--- config.mk ---
export PLATFORM = sky130hd
export DESIGN_NAME = ssc_top
export DESIGN_NICKNAME = d
export VERILOG_FILES = /design/src/rtl/ssc_top.v
export VERILOG_INCLUDE_DIRS = /design/src /design/src/rtl
export SDC_FILE = /design/constraint.sdc
export NUM_CORES = 1
export LEC_CHECK = 0
export ABC_AREA = 1
export BUFFER_PORTS_ARGS = -buffer_cell sky130_fd_sc_hd__buf_2
export CAP_MARGIN = 20
export CELL_PAD_IN_SITES_DETAIL_PLACEMENT = 2
export CELL_PAD_IN_SITES_GLOBAL_PLACEMENT = 2
export CORE_ASPECT_RATIO = 0.6
export CORE_MARGIN = 2
export CORE_UTILIZATION = 35
export DETAILED_ROUTE_END_ITERATION = 12
export PLACE_DENSITY_LB_ADDON = 0.1
export SLEW_MARGIN = 10
export SYNTH_ARGS = -nofsm -noshare
export SYNTH_HDL_FRONTEND = slang
export SYNTH_SLANG_ARGS = --single-unit
--- constraint.sdc ---
create_clock -name pclk -period 3.05 [get_ports pclk]
set_input_delay 0.4575 -clock pclk [delete_from_list [all_inputs] [get_ports pclk]]
set_output_delay 0.4575 -clock pclk [all_outputs]
set_load 0.02 [all_outputs]
--- src/rtl/ssc_map.vh ---
// Constants for the stepper sequencer and chopper block.
// Assumes a 25 MHz pclk; all counts derive from it.
`ifndef SSC_MAP_VH
`define SSC_MAP_VH

// Clock rate
`define SSC_CLK_MHZ      25

// Times in ns
`define SSC_DT_NS        1000
`define SSC_BLANK_NS     1000
`define SSC_MINON_NS     1500

// Cycle counts: least times round up
`define SSC_DT_CYC       ((`SSC_DT_NS * `SSC_CLK_MHZ + 999) / 1000)
`define SSC_BLANK_CYC    ((`SSC_BLANK_NS * `SSC_CLK_MHZ + 999) / 1000)
`define SSC_MINON_CYC    ((`SSC_MINON_NS * `SSC_CLK_MHZ + 999) / 1000)

// Register byte offsets
`define SSC_CTRL_OFS     12'h000
`define SSC_TOFF_OFS     12'h004
`define SSC_STAT_OFS     12'h008

// Control fields
`define SSC_CTRL_DIR     0
`define SSC_CTRL_HALF    1
`define SSC_CTRL_SLOW    2
`define SSC_CTRL_SRST    3

// Reset values
`define SSC_CTRL_RST     4'h3
`define SSC_TOFF_RST     16'h0145

`endif

--- src/rtl/ssc_top.v ---
// Stepper phase sequencer with two constant-off-time current choppers.
// Assumes synchronous pins, an APB master on pclk, external comparators.
`timescale 1ns/1ps
`default_nettype none
`include "ssc_map.vh"

// ----------------------------------------------------------------
// One bridge chopper
// ----------------------------------------------------------------
module ssc_chop
(
  // Clock and reset
  input  wire        pclk,
  input  wire        presetn,
  // Control
  input  wire        run,
  input  wire        pol,
  input  wire        slow,
  input  wire        cmp,
  input  wire [15:0] off_cyc,
  // Gates {hs1, ls1, hs2, ls2}
  output reg  [3:0]  gate_q,
  output wire        off_st
);
  localparam [2:0] ST_IDLE = 3'h0;
  localparam [2:0] ST_PRE  = 3'h1;
  localparam [2:0] ST_ON   = 3'h2;
  localparam [2:0] ST_OFF  = 3'h3;
  localparam [2:0] ST_REST = 3'h4;
  localparam integer DT_I  = `SSC_DT_CYC;
  localparam integer BLK_I = `SSC_BLANK_CYC;
  localparam integer MON_I = `SSC_MINON_CYC;
  localparam [5:0] DT_C    = DT_I[5:0];
  localparam [5:0] BLK_C   = BLK_I[5:0];
  localparam [5:0] MON_C   = MON_I[5:0];

  reg [2:0]  st_q;
  reg [5:0]  dt_q;
  reg [5:0]  on_q;
  reg [15:0] off_q;
  reg        pol_q;
  reg        slow_q;
  reg [3:0]  gate_d;
  wire       ok_trip;

  assign off_st = (st_q == ST_OFF) || (st_q == ST_REST);
  // Blanking mask
  // Minimum on time
  // No retrigger
  assign ok_trip = (on_q >= BLK_C) && (on_q >= MON_C);

  always @(posedge pclk or negedge presetn)
  begin
    if (!presetn)
    begin
      st_q  <= ST_IDLE;
      dt_q  <= 6'h00;
      on_q  <= 6'h00;
      off_q <= 16'h0000;
      pol_q <= 1'b0;
      slow_q <= 1'b0;
    end
    else if (!run || (pol != pol_q && st_q != ST_IDLE))
    begin
      st_q  <= ST_IDLE;
      pol_q <= pol;
    end
    else
    begin
      case (st_q)
        ST_IDLE:
        begin
          st_q <= ST_PRE;
          dt_q <= DT_C - 6'h01;
        end
        ST_PRE:
        begin
          if (dt_q == 6'h00)
          begin
            st_q <= ST_ON;
            on_q <= 6'h00;
          end
          else
            dt_q <= dt_q - 6'h01;
        end
        ST_ON:
        begin
          if (on_q != 6'h3F)
            on_q <= on_q + 6'h01;
          // Trip starts off timer
          if (cmp && ok_trip)
          begin
            // Full gap before recirculation; decay mode held for the whole off period
            st_q  <= ST_OFF;
            dt_q  <= DT_C;
            slow_q <= slow;
            off_q <= (off_cyc == 16'h0000) ? 16'h0000 : off_cyc - 16'h0001;
          end
        end
        ST_OFF:
        begin
          if (dt_q != 6'h00)
            dt_q <= dt_q - 6'h01;
          // Stay off for timer
          if (off_q == 16'h0000)
          begin
            st_q <= ST_REST;
            dt_q <= DT_C - 6'h01;
          end
          else
            off_q <= off_q - 16'h0001;
        end
        ST_REST:
        begin
          // Turn-on after deadtime
          // Deadtime length
          if (dt_q == 6'h00)
          begin
            st_q <= ST_ON;
            on_q <= 6'h00;
          end
          else
            dt_q <= dt_q - 6'h01;
        end
        default:
          st_q <= ST_IDLE;
      endcase
    end
  end

  // Gate pattern; conducting pair is hs1/ls2 for pol high
  always @*
  begin
    gate_d = 4'h0;
    case (st_q)
      ST_ON:
        gate_d = pol_q ? 4'h9 : 4'h6;
      ST_OFF:
      begin
        if (slow_q)
        begin
          // Slow decay drops low side
          // Other high side after gap
          if (pol_q)
            gate_d = (dt_q == 6'h00) ? 4'hA : 4'h8;
          else
            gate_d = (dt_q == 6'h00) ? 4'hA : 4'h2;
        end
        else
        begin
          // Fast decay all off
          // Only low side rectifies
          if (pol_q)
            gate_d = (dt_q == 6'h00) ? 4'h4 : 4'h0;
          else
            gate_d = (dt_q == 6'h00) ? 4'h1 : 4'h0;
        end
      end
      ST_REST:
      begin
        // Fast restore after gap
        // Slow low side after gap
        if (slow_q)
          gate_d = pol_q ? 4'h8 : 4'h2;
        else
          gate_d = 4'h0;
      end
      default:
        gate_d = 4'h0;
    endcase
  end

  always @(posedge pclk or negedge presetn)
  begin
    if (!presetn)
      gate_q <= 4'h0;
    else
      gate_q <= gate_d;
  end
endmodule // ssc_chop

// ----------------------------------------------------------------
// Top: APB registers, sequencer, protection pin
// ----------------------------------------------------------------
// Functional notes
// Two independent choppers, one per bridge, fixed off interval.
// Comparator trip starts off timer and turns bridge off.
// Bridge stays off for whole timer, then turns back on.
// Turn-on delayed by deadtime; off period is timer plus deadtime.
// Each leg deadtime is 1 microsecond.
// Comparator ignored for 1 microsecond after turn-on.
// Minimum on time of 1.5 microseconds each cycle.
// Off timer length is a programmable constant set outside.
// Decay select low: fast decay, both conducting transistors off.
// Decay select high: slow decay, only low side off.
// Fast decay rectifies with the low side only.
// Fast decay restores on-state after a deadtime.
// Slow decay turns other high side on after deadtime.
// Slow decay restores low side after a deadtime.
// Sequencer state gives phase polarity and enables for both bridges.
// Each step clock rising edge advances one step in set direction.
// Reset puts sequencer in state 1.
// Drive mode depends on step size input and current state.
// Half step moves one state per clock, up or down.
// Protection shares the enable pin and can pull it low.
// Host drives enable pin through pull-up and capacitor.
// Full step from odd state: 1,3,5,7 or 1,7,5,3.
// Full step from even state: even states only.
// Overcurrent pulls enable pin low through open drain.
// Enable low holds all transistors off, state kept.
// Sequencer wraps modulo eight both ways.
// Off timer not retriggered; trips only after minimum on and blank.
module ssc_top
(
  // APB
  input  wire        pclk,
  input  wire        presetn,
  input  wire        psel,
  input  wire        penable,
  input  wire        pwrite,
  input  wire [11:0] paddr,
  input  wire [31:0] pwdata,
  output reg  [31:0] prdata,
  output wire        pready,
  output wire        pslverr,
  // Host pins
  input  wire        step_clk,
  // Comparators and protection
  input  wire        cmp_a,
  input  wire        cmp_b,
  input  wire        overcurrent_detector,
  input  wire        thermal_fault,
  // Shared enable pin
  input  wire        enable_pin_i,
  output wire        enable_pin_o,
  output wire        enable_pin_oe_n,
  // Bridge gates {hs1, ls1, hs2, ls2}
  output wire [3:0]  gate_a,
  output wire [3:0]  gate_b
);
  reg  [3:0]  ctrl_q;
  reg  [15:0] toff_q;
  reg  [2:0]  seq_q;
  reg         step_q;
  reg  [3:0]  ph;
  wire        hit_ctrl;
  wire        hit_toff;
  wire        hit_stat;
  wire        wr;
  wire        step_rise;
  wire        off_a;
  wire        off_b;
  wire [31:0] stat;

  // ----------------------------------------------------------------
  // APB decode
  // ----------------------------------------------------------------
  assign hit_ctrl = (paddr == `SSC_CTRL_OFS);
  assign hit_toff = (paddr == `SSC_TOFF_OFS);
  assign hit_stat = (paddr == `SSC_STAT_OFS);
  assign wr       = psel && penable && pwrite;
  assign pready   = 1'b1;
  assign pslverr  = psel && penable && !(hit_ctrl || hit_toff || hit_stat);
  assign stat     = {22'h0, enable_pin_i, off_b, off_a, ph, 3'h0} | {29'h0, seq_q};

  always @(posedge pclk or negedge presetn)
  begin
    if (!presetn)
    begin
      ctrl_q <= `SSC_CTRL_RST;
      toff_q <= `SSC_TOFF_RST;
    end
    else
    begin
      ctrl_q[`SSC_CTRL_SRST] <= 1'b0;
      if (wr && hit_ctrl)
        ctrl_q <= pwdata[3:0];
      // Programmable off time
      if (wr && hit_toff)
        toff_q <= pwdata[15:0];
    end
  end

  always @(posedge pclk or negedge presetn)
  begin
    if (!presetn)
      prdata <= 32'h00000000;
    else if (psel && !penable)
    begin
      if (hit_ctrl)
        prdata <= {28'h0000000, ctrl_q};
      else if (hit_toff)
        prdata <= {16'h0000, toff_q};
      else if (hit_stat)
        prdata <= stat;
      else
        prdata <= 32'h00000000;
    end
  end

  // ----------------------------------------------------------------
  // Phase sequencer
  // ----------------------------------------------------------------
  assign step_rise = step_clk && !step_q;

  always @(posedge pclk or negedge presetn)
  begin
    if (!presetn)
    begin
      // State 1 at reset
      seq_q  <= 3'h0;
      step_q <= 1'b0;
    end
    else
    begin
      step_q <= step_clk;
      if (ctrl_q[`SSC_CTRL_SRST])
        seq_q <= 3'h0;
      // Advance on rising edge
      else if (step_rise)
      begin
        // Mode from input and state
        // Half step by one
        // Odd full step by two
        // Even full step by two
        // Wraps modulo eight
        if (ctrl_q[`SSC_CTRL_HALF])
          seq_q <= ctrl_q[`SSC_CTRL_DIR] ? seq_q + 3'h1 : seq_q - 3'h1;
        else
          seq_q <= ctrl_q[`SSC_CTRL_DIR] ? seq_q + 3'h2 : seq_q - 3'h2;
      end
    end
  end

  // State to {pol A, en A, pol B, en B}
  always @*
  begin
    case (seq_q)
      3'h0:    ph = 4'hF;
      3'h1:    ph = 4'h3;
      3'h2:    ph = 4'h7;
      3'h3:    ph = 4'h4;
      3'h4:    ph = 4'h5;
      3'h5:    ph = 4'h1;
      3'h6:    ph = 4'hD;
      3'h7:    ph = 4'hC;
      default: ph = 4'h0;
    endcase
  end

  // ----------------------------------------------------------------
  // Enable pin and bridges
  // ----------------------------------------------------------------
  // Protection shares enable pin
  // Open drain pulls it low
  assign enable_pin_o    = 1'b0;
  assign enable_pin_oe_n = !(overcurrent_detector || thermal_fault);

  // Two independent choppers
  // Enable low keeps gates off
  ssc_chop u_chop_a
  (
    .pclk    (pclk),
    .presetn (presetn),
    .run     (enable_pin_i && ph[2]),
    .pol     (ph[3]),
    .slow    (ctrl_q[`SSC_CTRL_SLOW]),
    .cmp     (cmp_a),
    .off_cyc (toff_q),
    .gate_q  (gate_a),
    .off_st  (off_a)
  );

  ssc_chop u_chop_b
  (
    .pclk    (pclk),
    .presetn (presetn),
    .run     (enable_pin_i && ph[0]),
    .pol     (ph[1]),
    .slow    (ctrl_q[`SSC_CTRL_SLOW]),
    .cmp     (cmp_b),
    .off_cyc (toff_q),
    .gate_q  (gate_b),
    .off_st  (off_b)
  );
endmodule // ssc_top

`default_nettype wire

==> results of run 1 <==
==> critical path, stage by stage (launching register included) <==
cell and delay (ns):
dfstp_2 0.53, inv_1 0.11, ha_1 0.25, nand3_1 0.09, nor2_1 0.06, nand2_2 0.37
nand3_1 0.35, o21ai_0 0.31, nand2_2 0.07, nand2_1 0.08
==> cells by family (layout without fill, tap and decap cells) <==
family / Yosys count / in the layout / share of synthesized area, %
xor+xnor: 32 / 32 / 3.668
fa+ha+maj: 16 / 16 / 2.718
mux: 1 / 1 / 0.1310
flops: 114 / 114 / 37.43
buf+inv: 146 / 205 / 8.777
simple gates: 675 / 675 / 38.96
other cells: 2 / 18 / 0.09828
compound gates: 114 / 114 / 8.220
==> routing by layer <==
metal  routed length [um]  up-vias  track usage, %  part of all wire [%]
li1                     -     3599               -                     -
met1                15400     3719           39.81                    56
met2                10960      118           34.16                    40
met3                  933        8           4.652                   3.4
met4                  114        0           4.151                  0.42
met5                    0        -               0                     0
==> path summary, 6_finish.rpt <==
path                            startpoint                end  slack (ns)  depth (start not counted)
worst max-delay path             toff_q[0]  u_chop_b.off_q[8]        0.76                          9
worst min-delay path               presetn          prdata[0]     0.00001                          1
worst max register to register   toff_q[0]  u_chop_b.off_q[8]        0.76                          9
worst min register to register   prdata[0]          prdata[0]        0.48                          2
max in group asynchronous          presetn          toff_q[8]        2.23                          2
min in group pclk                 step_clk             step_q        0.21                          1
==> stage by stage <==
stage          setup slack [ns]  instance area [um^2]  power (mW)  instances  hold WS [ns]
2_1_floorplan             1.100                  7701       4.368       1116        0.1619
3_5_place_dp             0.7944                  8162       5.214       1424        0.4710
6_report                 0.7603                  8758       7.334       1454    0.00001443
4_1_cts                  0.7761                  8758       7.400       1454       0.01732
3_3_place_gp             0.8518                  8162       5.038       1424        0.4620
5_1_grt                  0.5916                  8758       7.916       1454       0.01963
==> where the power goes <==
group | total, mW | internal, mW | switching (mW)
logic | 2.71 | 0.896 | 1.82
registers | 2.50 | 1.94 | 0.564
clock network | 2.12 | 1.35 | 0.772
==> cell usage in the layout, fill, tap and decap left out, types with 5 or more instances in the layout <==
cell type	netlist	layout
a21oi_1	18	18
buf_2	5	63
buf_4	22	8
clkbuf_16	0	17
conb_1	2	18
dfrtp_1	108	108
dfstp_2	6	6
ha_1	15	15
inv_1	90	90
inv_2	11	11
nand2_1	363	363
nand2_2	25	25
nand3_1	85	85
nand3_2	6	6
nand3b_1	5	5
nand4_1	21	21
nor2_1	133	133
nor2_2	7	7
nor2_4	8	8
nor3_1	9	9
o211ai_1	7	7
o21ai_0	59	59
o21ai_1	15	15
o31ai_1	7	7
or2_2	5	5
xnor2_1	11	11
xor2_1	21	21
==> state kept, by name, indices dropped and copies added, names as in the netlist, 4 cells and up <==
name	count
u_chop_b.off_q	16
u_chop_a.off_q	16
ctrl_q	4
u_chop_b.on_q	6
u_chop_a.gate_q	4
u_chop_a.dt_q	6
toff_q	16
u_chop_b.gate_q	4
u_chop_a.on_q	6
u_chop_b.dt_q	6
prdata	16
==> synthesized netlist by cell type <==
cell / count / area (um^2)
o21ai_1: 15 / 75.07
dfrtp_1: 108 / 2703
conb_1: 2 / 7.510
nand2_1: 363 / 1363
nor3_1: 9 / 45.04
nand2_2: 25 / 156.4
nand2_4: 2 / 22.52
nor2_2: 7 / 43.79
dfstp_2: 6 / 157.7
nor2_4: 8 / 90.09
nor2_1: 133 / 499.2
inv_2: 11 / 41.29
a21o_1: 1 / 7.510
buf_6: 3 / 33.78
inv_1: 90 / 337.8
o211ai_1: 7 / 52.55
xnor2_1: 11 / 96.34
buf_2: 5 / 25.02
nor4_1: 1 / 6.260
nand3_4: 1 / 17.52
xor2_1: 21 / 183.9
fa_1: 1 / 20.02
clkbuf_1: 12 / 45.04
nand4_4: 1 / 21.27
buf_8: 1 / 15.01
nand4_1: 21 / 131.4
o21ai_0: 59 / 295.3
ha_1: 15 / 187.7
o31ai_1: 7 / 52.55
nand2b_1: 1 / 6.260
clkinv_1: 2 / 7.510
o41ai_1: 4 / 35.03
buf_4: 22 / 165.2
nand3_1: 85 / 425.4
nand3b_1: 5 / 37.54
mux2i_1: 1 / 10.01
or2_2: 5 / 31.28
a21oi_1: 18 / 90.09
a21boi_0: 1 / 7.510
nor3_2: 2 / 20.02
nand3_2: 6 / 60.06
o22ai_1: 2 / 12.51
==> layout make-up <==
cell class	count	area, um^2	share of cell area (%)
well taps	279	349.1	3.986
clock inverters	11	163.9	1.871
flip-flops and latches	114	2860	32.66
clock buffers	19	432.9	4.943
repair buffers	72	395.4	4.514
inverters	103	386.6	4.414
multi-input cells	856	4170	47.61
==> impl_metrics.toml, run 1 <==
[logic_synthesis]
syn_inst = 1100
synth.distinct_cells = 42
netlist_area_um2 = 7641
ys_ff_latch = 114
ys_warn_count = 0
syn_avg_cell_area_um2 = 6.946
yosysSeqAreaShare_pct = 37.43

[worst_setup_path]
required_ns = 3.41
worst_setup_path_end_kind = "flip-flop"
cp-start-kind = "flip-flop"
cp_max_fo = 26
critical_path_class = "flip-flop to flip-flop"
arrival_ns = 2.65

[cts]
hold_buffers = 0
post_cts_buffers = 0
cts_max_level = 4
cts_sinks = 114
ctsResizeCount = 0
cts_tree = "yes"
cts-root-buf = "clkbuf_16"
numCtsBuffers = 17
max-clock-path-buffers = 2
cts.clk_slew.worst_paths_ns = 0.06
clock_latency_ns = 0.43

[placement]
portBuffers = 64
place_hpwl_um = 20850
gp_congestion = 0.8615

[timing]
setup_viol = 0
rsz0062_at_grt = "false"
fmax_ghz = 0.4367
slew_viol_final = 0
fin_worst_skew_ns = 0.01308
maxSlewHeadroom_pct = 49.22
fin_tns_setup_ns = 0
fin_crit_sh_pct = 75.07
tightest_slew_ns = 0.7609
hold_viol = 0
period_needed_ns = 2.290

[drt]
wl_per_cell_um = 18.85
ant_nets = 0
dr.pass1.iters = 6
wl_um = 27410
via_per_inst = 5.120
drt_iter0_drc = 473
route.detailed.drc = 0
vias = 7444

[floorplanning]
initial_core_util_pct = 35.98
dieArea_um2 = 23070
rows = 41
die_h_um = 118.5
io_pins = 99
die_w_um = 194.8
core_area_um2 = 21240

[min_path]
hp-class = "primary input to async pin"

[grt]
grt_pass1_vias = 7875
antenna_found_initial = 0
grt_pass1_wl_um = 44710
grt_use_total_pct = 24.84
overflow = 0
grt_max_degree = 54

[power_and_ir_drop]
leakage_nw = 4.436
vdd_drop_max_v = 0.0003727
powerDensity_nw_per_um2 = 837.4

[final_layout]
fin_nets = 1235
num_antenna_cells = 0
drive_gt1_share_pct = 14.81
final_util_pct = 41.24
fillCellCount = 2615
syn_to_final_growth_pct = 14.62

[run_status]
status = "completed"

[run]
cap_violations = 0
(Power assumes the default switching activity.)
==> inputs of run 2 (changes only) <==
CORE_UTILIZATION = 30   (was 35)
clock period = 2.1 ns   (was 3.05 ns; I/O delays follow)
==> run 2 against run 1 <==
  * Final cell count rose by 6.5%
  * Die area rose by 16%
  * Clock power rose by 43%
  * Design area rose by 5.5%
  * Global-route usage fell by 2.4 points
  * Non-clock buffer count rose by 43
  * Sequential share of layout area fell by 1.7 points
  * Largest cell class unchanged
==> impl_metrics.toml, run 2 (synthesis results as in run 1) <==
[power_and_ir_drop]
powerDensity_nw_per_um2 = 1178
leakage_nw = 4.681
vdd_drop_max_v = 0.0004960

[cts]
max-clock-path-buffers = 2
cts_max_level = 4
numCtsBuffers = 17
clock_latency_ns = 0.45
cts_sinks = 114
cts.clk_slew.worst_paths_ns = 0.06
cts-root-buf = "clkbuf_16"
cts_tree = "yes"

[placement]
postPlaceCellArea_um2 = 8554
gp_congestion = 0.8279
place_hpwl_um = 21850
dp_cells = 1513
place_ws_ns = 0.08110
portBuffers = 64

[drt]
drt_iter0_drc = 442
via_per_inst = 4.856
ant_nets = 0
wl_um = 28330
wl_per_cell_um = 18.29
vias = 7522
route.detailed.drc = 0
dr.pass1.iters = 4

[worst_setup_path]
worstRegToRegCells = 10
worst_setup_path_end_kind = "flip-flop"
cp_max_fo = 15
cp-start-kind = "flip-flop"
reg2reg_slack_ns = 0.08
arrival_ns = 2.35
r2r_start = "u_chop_b.off_q[1]"
critical_path_class = "flip-flop to flip-flop"
cp-startpoint = "u_chop_b.off_q[1]"
rr_endpoint = "u_chop_b.off_q[3]"
required_ns = 2.42

[final_layout]
regArea_um2 = 2860
multi_input_area_um2 = 4207
final_common_cell = "nand2_1"
final_area_um2 = 9239
syn_to_final_growth_pct = 20.91
mostFrequentLayoutCells = "nand2_1 (363), nor2_1 (131), dfrtp_1 (108), inv_1 (89), nand3_1 (83)"
num_antenna_cells = 0
final_cells = 1549
drive_gt1_share_pct = 18.52
fin_nets = 1278
fillCellCount = 2985

[grt]
grt_pass1_wl_um = 46000
grt_max_degree = 63
grt_use_total_pct = 22.48
antenna_found_initial = 1
overflow = 0
grt_pass1_vias = 7976

[min_path]
hp-class = "primary input to flip-flop"
hold_path.startpoint = "step_clk"
holdPathEnd = "step_q"
worstHoldPathCells = 1

[floorplanning]
rows = 45
die_w_um = 210.0
dieArea_um2 = 26800
initial_core_util_pct = 30.36
core_area_um2 = 25170
io_pins = 99
die_h_um = 127.6

[run_status]
status = "completed"

[run]
cap_violations = 0

[timing]
fin_tns_setup_ns = 0
fin_ws_ns = 0.07810
setup_viol = 0
fmax_ghz = 0.4946
whs_ns = 0.03160
slew_viol_final = 0
period_needed_ns = 2.022
rsz0062_at_grt = "true"
fin_worst_skew_ns = 0.01637
maxSlewHeadroom_pct = 52.76
fin_crit_sh_pct = 96.28
hold_viol = 0
tightest_slew_ns = 0.7079
==> run 2: cell types whose count changed in the layout (fill, tap and decap cells not counted), sizes merged <==
cell / change
buf: +42
clkinvlp: +4
bufinv: -2
clkbuf: +2
clkinv: -2
dlygate4sd3: +1
==> run 2: how the worst max path moves through the flow <==
stage / depth (start not counted) / end / slack (ns)
2_1_floorplan: 10 / u_chop_b.off_q[6] / 0.43
4_1_cts: 10 / u_chop_b.off_q[2] / 0.03
3_5_place_dp: 10 / u_chop_b.off_q[2] / 0.08
5_1_grt: 10 / u_chop_b.off_q[3] / -0.08
3_3_place_gp: 12 / u_chop_b.off_q[3] / 0.16
6_report: 10 / u_chop_b.off_q[3] / 0.08
==> run 2: cell type report <==
| class | instances | area share [%] |
|---|---|---|
| clock buffers | 21 | 5.092 |
| inverters | 103 | 4.225 |
| clock inverters | 11 | 1.395 |
| multi-input cells | 856 | 45.53 |
| repair buffers | 115 | 8.342 |
| well taps | 329 | 4.456 |
| flip-flops and latches | 114 | 30.96 |
==> run 2: repair_timing <==
action                     in CTS  in global routing
hold buffers                    1                  0
resized for setup               0                 13
buffers inserted                0                  3
hold endpoints to repair       17                  0
setup endpoints to repair       0                 30
==> run 2: power by group <==
group          internal (mW)  leakage [nW]  switching (mW)  total (mW)
Combinational           1.54          3.00            2.72        4.26
Sequential              2.81          1.41           0.778        3.59
Clock                   1.84         0.278            1.19        3.03
Total                   6.20          4.68            4.69        10.9
==> run 2: worst max-delay path: stages (launching register included) <==
cell,delay [ns]
dfrtp_1,0.41
inv_1,0.08
ha_1,0.16
nand3_1,0.20
nor2_1,0.26
nand4_1,0.19
nor3_4,0.23
nor2_4,0.08
buf_12,0.16
nand2_1,0.08
nand2_1,0.05
==> run 2: per-layer routing <==
metal | vias to the layer above | global-route usage, % | part of all wire (%)
li1 | 3690 | - | -
met5 | - | 0 | 0.046
met4 | 2 | 5.632 | 0.94
met2 | 104 | 30.31 | 39
met1 | 3706 | 35.68 | 56
met3 | 20 | 4.425 | 3.9
==> run 2: through the flow <==
step	util, %	total power, mW
floorplan	-	6.344
global route	36.71	11.81
CTS	36.41	10.99
global placement	33.99	7.636
finish	36.71	10.88
detailed placement	33.99	7.826
